`config.mk`:
```
export PLATFORM = sky130hd
export DESIGN_NAME = pin_interrupt_pattern_match
export DESIGN_NICKNAME = d
export VERILOG_FILES = /design/src/common/pin_match_pkg.sv /design/src/rtl/pin_sync.sv /design/src/rtl/match_slice.sv /design/src/rtl/pin_interrupt_pattern_match.sv
export VERILOG_INCLUDE_DIRS = /design/src /design/src/common
export SDC_FILE = /design/constraint.sdc
export NUM_CORES = 1
export LEC_CHECK = 0
export CAP_MARGIN = 20
export CORE_MARGIN = 5
export CORE_UTILIZATION = 57
export CTS_CLUSTER_DIAMETER = 30
export DETAILED_ROUTE_END_ITERATION = 10
export DONT_BUFFER_PORTS = 1
export GPL_TIMING_DRIVEN = 0
export PLACE_DENSITY_LB_ADDON = 0.25
export SLEW_MARGIN = 40
export SYNTH_ARGS = -nofsm -noshare
export SYNTH_HDL_FRONTEND = slang
export SYNTH_HIERARCHICAL = 1
export SYNTH_SLANG_ARGS = --single-unit
```
`constraint.sdc`:
```
create_clock -name clk -period 17.7 [get_ports clk]
set_input_delay 3.54 -clock clk [delete_from_list [all_inputs] [get_ports clk]]
set_output_delay 3.54 -clock clk [all_outputs]
set_load 0.1 [all_outputs]
```
`src/common/pin_match_cfg.svh`:
```
`ifndef PIN_MATCH_CFG_SVH
`define PIN_MATCH_CFG_SVH

// Register byte offsets
`define PM_OFF_MODE 12'h000
`define PM_OFF_ENR 12'h004
`define PM_OFF_ENR_SET 12'h008
`define PM_OFF_ENR_CLR 12'h00c
`define PM_OFF_ENF 12'h010
`define PM_OFF_ENF_SET 12'h014
`define PM_OFF_ENF_CLR 12'h018
`define PM_OFF_RISE 12'h01c
`define PM_OFF_FALL 12'h020
`define PM_OFF_STATUS 12'h024
`define PM_OFF_CTRL 12'h028
`define PM_OFF_SRC 12'h02c
`define PM_OFF_CFG 12'h030

// Reset values
`define PM_RST_BYTE 8'h00
`define PM_RST_WORD 32'h0000_0000

// Match control fields
`define PM_CTRL_SEL_BIT 0
`define PM_CTRL_RECEIVE_EVENT_OUT_BIT 1

// Slice layout: source 3 bits per slice from bit 0,
// configuration end-of-term flags in 6:0, condition 3 bits per slice from bit 8
`define PM_SRC_W 3
`define PM_CFG_COND_LSB 8
`define PM_COND_W 3

`endif

```
`src/common/pin_match_pkg.sv`:
```
package pin_match_pkg;

  localparam int unsigned ADDR_W = 12;
  localparam int unsigned DATA_W = 32;
  localparam int unsigned NUM_IN = 8;

  typedef struct packed {
    logic wr;
    logic rd;
    logic [ADDR_W-1:0] addr;
    logic [DATA_W-1:0] wdata;
  } reg_req_t;

  typedef enum logic [2:0] {
    COND_ALWAYS = 3'h0,
    COND_HIGH = 3'h1,
    COND_LOW = 3'h2,
    COND_RISE = 3'h3,
    COND_FALL = 3'h4,
    COND_NEVER = 3'h7
  } slice_cond_t;

endpackage : pin_match_pkg

```
`src/rtl/pin_sync.sv`:
```
`timescale 1ns/10ps
// Three-stage synchroniser; output follows once stages two and three agree
module pin_sync #(
  parameter int unsigned WIDTH = 8
) (
  input wire logic clk,
  input wire logic rstn,
  input wire logic ce,
  input wire logic [WIDTH-1:0] async_in,
  output logic [WIDTH-1:0] sync_out
);

  logic [WIDTH-1:0] stage1_r;
  logic [WIDTH-1:0] stage2_r;
  logic [WIDTH-1:0] stage3_r;
  logic [WIDTH-1:0] agree;

  assign agree = ~(stage2_r ^ stage3_r);

  always_ff @(posedge clk or negedge rstn)
  begin
    if (!rstn)
    begin
      stage1_r <= '0;
      stage2_r <= '0;
      stage3_r <= '0;
      sync_out <= '0;
    end
    else if (ce)
    begin
      stage1_r <= async_in;
      stage2_r <= stage1_r;
      stage3_r <= stage2_r;
      sync_out <= (stage2_r & agree) | (sync_out & ~agree);
    end
  end

endmodule : pin_sync

```
`src/rtl/match_slice.sv`:
```
`timescale 1ns/10ps
// One literal of a product term
module match_slice (
  input wire pin_match_pkg::slice_cond_t cond,
  input wire logic level,
  input wire logic rise,
  input wire logic fall,
  input wire logic chain_in,
  input wire logic last,
  output logic term_out,
  output logic req
);

  logic literal;

  assign literal = (cond == pin_match_pkg::COND_ALWAYS) ? 1'b1 :
                   (cond == pin_match_pkg::COND_HIGH) ? level :
                   (cond == pin_match_pkg::COND_LOW) ? ~level :
                   (cond == pin_match_pkg::COND_RISE) ? rise :
                   (cond == pin_match_pkg::COND_FALL) ? fall : 1'b0;
  assign term_out = chain_in & literal;
  assign req = term_out & last;

endmodule : match_slice

```
`src/rtl/pin_interrupt_pattern_match.sv`:
```
// Operation
// - Selected pins sampled whatever their routed function
// - Eight separate interrupt request outputs
// - Pin requests from rising, falling or level
// - Continuous match, one request per matched term
// - Enabled receive event on any term match
// - Same match signal drives pattern output pin
// - Control bit picks pin or match requests
// - Receive event usable while pin interrupts selected
// - Only pin interrupts drive the wake request
// - Eight chained bit slices, one literal each
// - Only a term's last slice raises request
// - Slice tests high, low, rising or falling edge
// - Mode bits 7:0, one selects level, reset zero
// - Rise enable bit covers rising or level
// - Fall enable bit gives active level in level mode
// - Set register writes ones into rise enable
// - Clear register writes ones out of enable
// - Zero fall bit: no falling edge, or low active
`timescale 1ns/10ps
`include "pin_match_cfg.svh"
module pin_interrupt_pattern_match (
  input wire logic clk,
  input wire logic rstn,
  input wire logic ce,
  input wire pin_match_pkg::reg_req_t bus_req,
  output logic [31:0] rdata,
  input wire logic [7:0] pin_in,
  output logic [7:0] irq_out,
  output logic receive_event_out,
  output logic pattern_match_out,
  output logic wake_out
);

  localparam int unsigned N = pin_match_pkg::NUM_IN;

  logic [7:0] lvl;
  logic [7:0] lvl_prev_r;
  logic [7:0] rise_pulse;
  logic [7:0] fall_pulse;
  logic [7:0] mode_r;
  logic [7:0] mode_nxt;
  logic [7:0] enr_r;
  logic [7:0] enr_nxt;
  logic [7:0] enf_r;
  logic [7:0] enf_nxt;
  logic [7:0] rise_r;
  logic [7:0] rise_nxt;
  logic [7:0] fall_r;
  logic [7:0] fall_nxt;
  logic [1:0] ctrl_r;
  logic [1:0] ctrl_nxt;
  logic [23:0] src_r;
  logic [23:0] src_nxt;
  logic [31:0] cfg_r;
  logic [31:0] cfg_nxt;
  logic [7:0] wbyte;
  logic [7:0] rise_clr;
  logic [7:0] fall_clr;
  logic [7:0] edge_req;
  logic [7:0] level_req;
  logic [7:0] pin_req;
  logic [7:0] slice_req;
  logic [7:0] slice_term;
  logic [7:0] slice_last;
  logic [7:0] slice_chain;
  logic [7:0] irq_nxt;
  logic any_match;
  logic pm_sel;
  logic receive_event_out_en;
  logic [31:0] rd_val;
  logic hit_mode;
  logic hit_enr;
  logic hit_enr_set;
  logic hit_enr_clr;
  logic hit_enf;
  logic hit_enf_set;
  logic hit_enf_clr;
  logic hit_rise;
  logic hit_fall;
  logic hit_status;
  logic hit_ctrl;
  logic hit_src;
  logic hit_cfg;

  // Pins cross into the clock domain first
  pin_sync #(
    .WIDTH(N)
  ) u_sync (
    .clk(clk),
    .rstn(rstn),
    .ce(ce),
    .async_in(pin_in),
    .sync_out(lvl)
  );

  always_ff @(posedge clk or negedge rstn)
  begin
    if (!rstn)
      lvl_prev_r <= `PM_RST_BYTE;
    else if (ce)
      lvl_prev_r <= lvl;
  end

  assign rise_pulse = lvl & ~lvl_prev_r;
  assign fall_pulse = ~lvl & lvl_prev_r;

  // Write decode
  assign wbyte = bus_req.wdata[7:0];
  assign hit_mode = bus_req.wr && (bus_req.addr == `PM_OFF_MODE);
  assign hit_enr = bus_req.wr && (bus_req.addr == `PM_OFF_ENR);
  assign hit_enr_set = bus_req.wr && (bus_req.addr == `PM_OFF_ENR_SET);
  assign hit_enr_clr = bus_req.wr && (bus_req.addr == `PM_OFF_ENR_CLR);
  assign hit_enf = bus_req.wr && (bus_req.addr == `PM_OFF_ENF);
  assign hit_enf_set = bus_req.wr && (bus_req.addr == `PM_OFF_ENF_SET);
  assign hit_enf_clr = bus_req.wr && (bus_req.addr == `PM_OFF_ENF_CLR);
  assign hit_rise = bus_req.wr && (bus_req.addr == `PM_OFF_RISE);
  assign hit_fall = bus_req.wr && (bus_req.addr == `PM_OFF_FALL);
  assign hit_status = bus_req.wr && (bus_req.addr == `PM_OFF_STATUS);
  assign hit_ctrl = bus_req.wr && (bus_req.addr == `PM_OFF_CTRL);
  assign hit_src = bus_req.wr && (bus_req.addr == `PM_OFF_SRC);
  assign hit_cfg = bus_req.wr && (bus_req.addr == `PM_OFF_CFG);

  assign mode_nxt = hit_mode ? wbyte : mode_r;
  assign enr_nxt = hit_enr ? wbyte :
                   hit_enr_set ? (enr_r | wbyte) :
                   hit_enr_clr ? (enr_r & ~wbyte) : enr_r;
  // Status write toggles active level of level-mode inputs
  assign enf_nxt = hit_enf ? wbyte :
                   hit_enf_set ? (enf_r | wbyte) :
                   hit_enf_clr ? (enf_r & ~wbyte) :
                   hit_status ? (enf_r ^ (wbyte & mode_r)) : enf_r;

  // Status write clears edge flags of edge-mode inputs; new edges win
  assign rise_clr = hit_rise ? wbyte : hit_status ? (wbyte & ~mode_r) : 8'h00;
  assign fall_clr = hit_fall ? wbyte : hit_status ? (wbyte & ~mode_r) : 8'h00;
  assign rise_nxt = (rise_r & ~rise_clr) | rise_pulse;
  assign fall_nxt = (fall_r & ~fall_clr) | fall_pulse;

  assign ctrl_nxt = hit_ctrl ?
                    {bus_req.wdata[`PM_CTRL_RECEIVE_EVENT_OUT_BIT], bus_req.wdata[`PM_CTRL_SEL_BIT]} :
                    ctrl_r;
  assign src_nxt = hit_src ? bus_req.wdata[23:0] : src_r;
  assign cfg_nxt = hit_cfg ? bus_req.wdata : cfg_r;
  assign pm_sel = ctrl_r[0];
  assign receive_event_out_en = ctrl_r[1];

  always_ff @(posedge clk or negedge rstn)
  begin
    if (!rstn)
    begin
      mode_r <= `PM_RST_BYTE;
      enr_r <= `PM_RST_BYTE;
      enf_r <= `PM_RST_BYTE;
      rise_r <= `PM_RST_BYTE;
      fall_r <= `PM_RST_BYTE;
    end
    else if (ce)
    begin
      mode_r <= mode_nxt;
      enr_r <= enr_nxt;
      enf_r <= enf_nxt;
      rise_r <= rise_nxt;
      fall_r <= fall_nxt;
    end
  end

  always_ff @(posedge clk or negedge rstn)
  begin
    if (!rstn)
    begin
      ctrl_r <= 2'h0;
      src_r <= 24'h00_0000;
      cfg_r <= `PM_RST_WORD;
    end
    else if (ce)
    begin
      ctrl_r <= ctrl_nxt;
      src_r <= src_nxt;
      cfg_r <= cfg_nxt;
    end
  end

  // Pin interrupt requests
  assign edge_req = (rise_r & enr_r) | (fall_r & enf_r);
  assign level_req = enr_r & ~(lvl ^ enf_r);
  assign pin_req = (~mode_r & edge_req) | (mode_r & level_req);

  // Chained bit slices; slice 7 always closes a term
  assign slice_last = {1'b1, cfg_r[6:0]};

  genvar gi;
  generate
    for (gi = 0; gi < N; gi++)
    begin : g_slice
      logic [2:0] sel;
      logic chain_in;
      assign sel = src_r[gi*`PM_SRC_W +: `PM_SRC_W];
      if (gi == 0)
      begin : g_first
        assign chain_in = 1'b1;
      end
      else
      begin : g_next
        assign chain_in = slice_last[gi-1] | slice_term[gi-1];
      end
      assign slice_chain[gi] = chain_in;
      match_slice u_slice (
        .cond(pin_match_pkg::slice_cond_t'(cfg_r[`PM_CFG_COND_LSB + gi*`PM_COND_W +:
                                                  `PM_COND_W])),
        .level(lvl[sel]),
        .rise(rise_pulse[sel]),
        .fall(fall_pulse[sel]),
        .chain_in(chain_in),
        .last(slice_last[gi]),
        .term_out(slice_term[gi]),
        .req(slice_req[gi])
      );
    end
  endgenerate

  assign any_match = |slice_req;
  assign irq_nxt = pm_sel ? slice_req : pin_req;

  always_ff @(posedge clk or negedge rstn)
  begin
    if (!rstn)
    begin
      irq_out <= `PM_RST_BYTE;
      receive_event_out <= 1'b0;
      pattern_match_out <= 1'b0;
      wake_out <= 1'b0;
    end
    else if (ce)
    begin
      irq_out <= irq_nxt;
      receive_event_out <= receive_event_out_en & any_match;
      pattern_match_out <= any_match;
      wake_out <= ~pm_sel & (|pin_req);
    end
  end

  // Read mux; unmapped and write-only offsets read zero
  assign rd_val = (bus_req.addr == `PM_OFF_MODE) ? {24'h00_0000, mode_r} :
                  (bus_req.addr == `PM_OFF_ENR) ? {24'h00_0000, enr_r} :
                  (bus_req.addr == `PM_OFF_ENF) ? {24'h00_0000, enf_r} :
                  (bus_req.addr == `PM_OFF_RISE) ? {24'h00_0000, rise_r} :
                  (bus_req.addr == `PM_OFF_FALL) ? {24'h00_0000, fall_r} :
                  (bus_req.addr == `PM_OFF_STATUS) ? {24'h00_0000, pin_req} :
                  (bus_req.addr == `PM_OFF_CTRL) ? {30'h0000_0000, ctrl_r} :
                  (bus_req.addr == `PM_OFF_SRC) ? {8'h00, src_r} :
                  (bus_req.addr == `PM_OFF_CFG) ? cfg_r : `PM_RST_WORD;

  always_ff @(posedge clk or negedge rstn)
  begin
    if (!rstn)
      rdata <= `PM_RST_WORD;
    else if (ce)
      rdata <= bus_req.rd ? rd_val : `PM_RST_WORD;
  end
endmodule : pin_interrupt_pattern_match

```
Word-level counts from Yosys, hierarchy flattened

Cells that the tools add are included.

Reductions and logical operators: 32
Shift-type cells: 0
Div/mod/pow operators: 0
Mux-type cells: 109
$lt $le $gt $ge: 8
Bitwise gates (word level): 66
$mul: 0
$add $sub $neg: 0
Equality and inequality tests: 44

Operators with widths:

| kind                | number |
|---|---|
| $mux 32             | 10 |
| $and 8x8->8         | 15 |
| $mux 8              | 11 |
| $bmux 1 s3          | 24 |
| $not 8->8           | 9 |
| $mux 1              | 64 |
| $eq 12x6->1 const B | 5 |
| $or 8x8->8          | 7 |
| $eq 12x5->1 const B | 4 |
| $eq 3x2->1 const B  | 16 |
| $lt 3x4->1 const B  | 8 |
| $eq 12x4->1 const B | 2 |
| $eq 3x1->1 const B  | 8 |
| $eq 3x3->1 const B  | 8 |
| $logic_not 3->1     | 8 |
| $xor 8x8->8         | 3 |
| $and 1x1->1         | 16 |
| $reduce_or 8->1     | 2 |
| $logic_and 1x1->1   | 13 |
| $eq 12x3->1 const B | 1 |
| $logic_not 12->1    | 1 |
| $reduce_and 2->1    | 6 |
| $not 1->1           | 9 |
| $or 1x1->1          | 7 |
| 2 further kinds     | 2 |

Latch bits: 0
Bits of input ports: 57
Memory bits (writable): 0
ROM bits: 0
Memories: 0
Word-level logic and storage cells: 277
Output and inout port bits: 43
Bits in registers: 181

Longest topological paths before layout

Depth after elaboration: 25
Mapped depth: 32
Gate-level depth less buffers: 32

By module

The synthesis kept the hierarchy.

Modules (own cells, without submodules):

| module                      | instances | sequential area each (um2) | area each (um2) | cells an instance |
|---|---|---|---|---|
| pin_interrupt_pattern_match | 1         | 3728.6                     | 9296.4          | 851 |
| pin_sync                    | 1         | 800.8                      | 1291.2          | 88 |
| match_slice                 | 8         | 0.0                        | 60.1            | 11 |

Worst setup path before layout

No wires, ideal clock.

Path kind: register to register
From: register src_r[1]
To: register pattern_match_out
Required time: 17.563 ns
Period minus slack after synthesis: 5.551 ns
Setup time: 0.137 ns
Setup slack: 12.149 ns
Buffers on the path: 1
Cell stages (with the launch flop): 32
Arrival: 5.414 ns
Path through: dfrtp_1 clkbuf_1 mux4_2 mux2_2 nor2b_1 a32o_1 o21ai_1 or2_2 nand3_1 o21ai_1 or2_2 nand3_1 o21ai_1 or2_2 nand3_1 o21ai_1 or2_2 nand3_1 o21ai_1 or2_2 nand3_1 o21ai_1 or2_2 nand3_1 o21ai_1 or2_2 nand2b_1 or2_1 o22ai_1 or4_1 nor2_1 a21oi_1

Longest elaborated chain between the ends: 22
Elaborated cells on any way between the ends: 34
Classes of those cells: mux (11); bitwise (22); reduce/logical (1)

RTL lines:

| item                         | line                               | source |
|---|---|---|
| start, declared              | pin_interrupt_pattern_match.sv:53  | `logic [23:0] src_r;` |
| start signal, assigned       | pin_interrupt_pattern_match.sv:179 | `src_r <= src_nxt;` |
| $bmux 1 s3                   | pin_interrupt_pattern_match.sv:213 | `.fall(fall_pulse[sel]),` |
| $mux 1 (implied by the code) | pin_interrupt_pattern_match.sv:213 |  |
| $mux 1                       | match_slice.sv:20                  | `(cond == pin_match_pkg::COND_FALL) ? fall : 1'b0;` |
| $mux 1                       | match_slice.sv:19                  | `(cond == pin_match_pkg::COND_RISE) ? rise :` |
| $mux 1                       | match_slice.sv:18                  | `(cond == pin_match_pkg::COND_LOW) ? ~level :` |
| $mux 1 *                     | match_slice.sv:17                  | `(cond == pin_match_pkg::COND_HIGH) ? level :` |
| $mux 1 *                     | match_slice.sv:16                  | `assign literal = (cond == pin_match_pkg::COND_ALWAYS) ? 1'b1 :` |
| net slice_term[0]            | pin_interrupt_pattern_match.sv:64  | `logic [7:0] slice_term;` |
| [... 1 more ...]             | --                                 |  |
| net g_slice[1].chain_in      | pin_interrupt_pattern_match.sv:197 | `logic chain_in;` |
| [... 1 more ...]             | --                                 |  |
| net slice_term[1]            | pin_interrupt_pattern_match.sv:64  |  |
| [... 1 more ...]             | --                                 |  |
| net g_slice[2].chain_in      | pin_interrupt_pattern_match.sv:197 |  |
| [... 1 more ...]             | --                                 |  |
| net slice_term[2]            | pin_interrupt_pattern_match.sv:64  |  |
| [... 1 more ...]             | --                                 |  |
| net g_slice[3].chain_in      | pin_interrupt_pattern_match.sv:197 |  |
| [... 1 more ...]             | --                                 |  |
| net slice_term[3]            | pin_interrupt_pattern_match.sv:64  |  |
| [... 1 more ...]             | --                                 |  |
| net g_slice[4].chain_in      | pin_interrupt_pattern_match.sv:197 |  |
| [... 1 more ...]             | --                                 |  |
| net slice_term[4]            | pin_interrupt_pattern_match.sv:64  |  |
| [... 1 more ...]             | --                                 |  |
| net g_slice[5].chain_in      | pin_interrupt_pattern_match.sv:197 |  |
| [... 1 more ...]             | --                                 |  |
| net slice_term[5]            | pin_interrupt_pattern_match.sv:64  |  |
| [... 1 more ...]             | --                                 |  |
| net g_slice[6].chain_in      | pin_interrupt_pattern_match.sv:197 |  |
| $and 1x1->1 *                | match_slice.sv:21                  | `assign term_out = chain_in & literal;` |
| net slice_term[6]            | pin_interrupt_pattern_match.sv:64  |  |
| $or 1x1->1 *                 | pin_interrupt_pattern_match.sv:205 | `assign chain_in = slice_last[gi-1] \| slice_term[gi-1];` |
| net g_slice[7].chain_in      | pin_interrupt_pattern_match.sv:197 |  |
| $and 1x1->1 *                | match_slice.sv:21                  |  |
| net slice_req[7]             | pin_interrupt_pattern_match.sv:63  | `logic [7:0] slice_req;` |
| $reduce_or 8->1 *            | pin_interrupt_pattern_match.sv:222 | `assign any_match = \|slice_req;` |
| end signal, assigned         | pin_interrupt_pattern_match.sv:238 | `pattern_match_out <= any_match;` |
| end, declared                | pin_interrupt_pattern_match.sv:31  | `output logic pattern_match_out,` |

Mark *: on every way through the listed nets, which the timed path passes. The rest lies on a longest branch. The select of a mux whose other input is x is not followed.
A chain may end at the register's enable or synchronous reset.

==> metrics.md <==
| Metric | Value |
|---|---|
| Outcome | `completed` |
| Net Sw Frac | `a little over a third` |
| Cells after Synth | `about 1000` |
| First-pass GRT wire length | `around 53000 µm` |
| Maximum root-to-sink buffer count | `2` |
| Final Setup Violations | `0` |
| Sink Count | `between 150 and 200` |
| Antenna Nets Post-Route | `0` |
| Proportion of layout cells with a drive suffix above 1 | `between 20% and 30%` |
| MaxCap Viol Count | `0` |
| H-tree levels | `4` |
| Final Max Slew Viols | `0` |
| Final hold vios | `0` |
| Most common cell after layout, fill and taps aside | `dfrtp_1` |
| Port Buf Inserts | `0` |
| Initial antenna violation count | `0` |
| Worst EP required | `18.00 ns` |
| Number of fill cells | `roughly 1600` |
| GRT Overall Usage | `between 30% and 40%` |
| Vias per inst | `6.90` |
| Routed wire length | `34400 µm` |
| CP Class | `flop to flop` |
| CTS clk-pin slew, worst paths | `0.08 ns` |
| Leak pwr | `~4.6 nW` |
| Final WS setup | `around 11 ns` |
| Power share of the clock group | `between 30% and 40%` |
| Root buffer cell | `clkbuf_16` |
| Vias in the first global route | `8691` |
| CORE AREA | `~19000 µm²` |
| Dpl ws | `11.54 ns` |
| Ports | `100` |
| Via Count | `9144` |
| Seq pwr share | `roughly 43%` |
| Crit start category | `flop` |
| CP peak stage delay | `0.52 ns` |
| Die ar. | `22300 µm²` |
| Vert. Die Dim | `between 100 and 150 µm` |
| Pre-Repair DR Iteration Count | `5` |
| Hold WC Path Type | `flop to flop` |
| Sw power | `~400 µW` |
| Part of the cycle the worst path needs | `between 30% and 40%` |
| Starting Density | `57.4%` |
| CTS resizes | `0` |
| TNS Setup | `0 ns` |
| CP max-delay cell | `mux4_2` |
| Layout Skew | `between 0.01 and 0.015 ns` |
| DR WL/cell | `around 26 µm` |
| DRC | `0` |
| GP Congestion | `1.00` |
| Worst vdd ir | `between 60 and 70 µV` |
| CTS hold repair buffers | `0` |
| WHS | `0.499 ns` |
| Worst-Skew Late Latency | `~0.44 ns` |
| CP Max Fanout | `10` |
| CTS buffer count | `17` |
| Syn. warnings | `6` |
| RSZ-0062 raised after global routing | `no` |
| Post-layout minimum cycle time | `~6.4 ns` |
| Hold path depth | `1` |
| Combinational share of power | `24.3%` |
| Power per standard cell area | `95.6 nW/µm²` |
| R2R cell count | `32` |
| Max-slew headroom | `38.7%` |
| CTS tree | `yes` |
| Final HPWL DP | `24600 µm` |
| Pin count of the biggest net entering global routing | `182` |
| Worst EP arrival | `around 6.7 ns` |
| Fmax | `between 0.15 and 0.2 GHz` |
| Nets | `roughly 1100` |
| Initial drt markers | `roughly 1000` |
| Aggregate global routing overflow | `0` |
| P_int | `about 750 µW` |
| Row Count | `51` |
| Syn Area/Cell | `roughly 11 µm²` |
| Syn Std Cell Area | `between 10000 and 15000 µm²` |
| Post-CTS Setup Bufs | `0` |
| Kind of end point of the critical path | `flop` |
| Die width | `149 µm` |
| Synth-to-Final Area Change | `9.03%` |
| Most frequent cells in the layout | `dfrtp_1 (138), mux2_2 (105), o21ai_0 (78)` |
| Worst-margin pin slew | `~0.92 ns` |
-- per-stage QoR --
step                      cell area (µm²)  utilization [%]  power [mW]  std cells
after floorplan                     11100                -       0.679       1028
after global placement              11400             59.2       0.756       1293
after detailed placement            11400             59.4       0.764       1293
after CTS                           12000             62.4        1.14       1325
after global routing                12100             62.6        1.19       1325
final                               12100             62.6        1.15       1326
-- metal layers --
metal | track usage (%) | up-vias | routed length, µm
li1 | - | 3955 | -
met1 | 41.8 | 4560 | 13600
met2 | 48.0 | 526 | 16100
met3 | 8.30 | 103 | 3300
met4 | 11.7 | 0 | 1370
met5 | 0 | - | 0
-- path summary, 6_finish.rpt --
kind	from	end	slack, ns
hold / removal	u_sync/stage3_r[3]	flop	0.50
setup / recovery	flop	pattern_match_out	11.32
hold reg to reg	u_sync/stage3_r[3]	flop	0.50
min in group asynchronous	rstn	rdata[29]	2.78
max in group asynchronous	rstn	rdata[5]	14.53
setup reg to reg	flop	pattern_match_out	11.32
-- cell type report --
class | instances | area [µm²] | share of cell area [%]
Multi-Input combinational cell | 746 | 6090 | 50.5
Sequential cell | 181 | 4580 | 38.0
Clock buffer | 17 | 425 | 3.53
Buffer | 87 | 418 | 3.46
Tap cell | 265 | 332 | 2.75
Clock inverter | 15 | 158 | 1.31
Inverter | 14 | 52.6 | 0.436
Antenna cell | 1 | 2.50 | 0.0207
-- worst max-delay path, delay by kind of cell (launching register included) --
kind | cells | cell delay [ns]
AND/OR/NAND/NOR | 20 | 4.01
AO/OA/AOI/OAI | 10 | 0.75
multiplexers | 1 | 0.52
flip-flops | 1 | 0.47
buffers and inverters | 1 | 0.47
-- flip-flops by register name (all words and copies together), names as in the netlist, named ones only --
name / cells
src_r: 24
cfg_r: 32
mode_r: 8
rdata: 32
pattern_match_out: 1
lvl_prev_r: 8
fall_r: 8
u_sync/stage1_r: 8
enf_r: 8
wake_out: 1
rise_r: 8
receive_event_out: 1
u_sync/stage3_r: 8
u_sync/stage2_r: 8
irq_out: 8
ctrl_r: 2
-- power by group through the flow --
stage	combinational [mW]	clock, mW	sequential (mW)
after floorplan	0.195	0	0.484
after global placement	0.260	0	0.496
after detailed placement	0.266	0	0.498
after CTS	0.269	0.384	0.490
after global routing	0.291	0.401	0.494
final	0.280	0.383	0.491
Power figures use the tool's default switching activity.
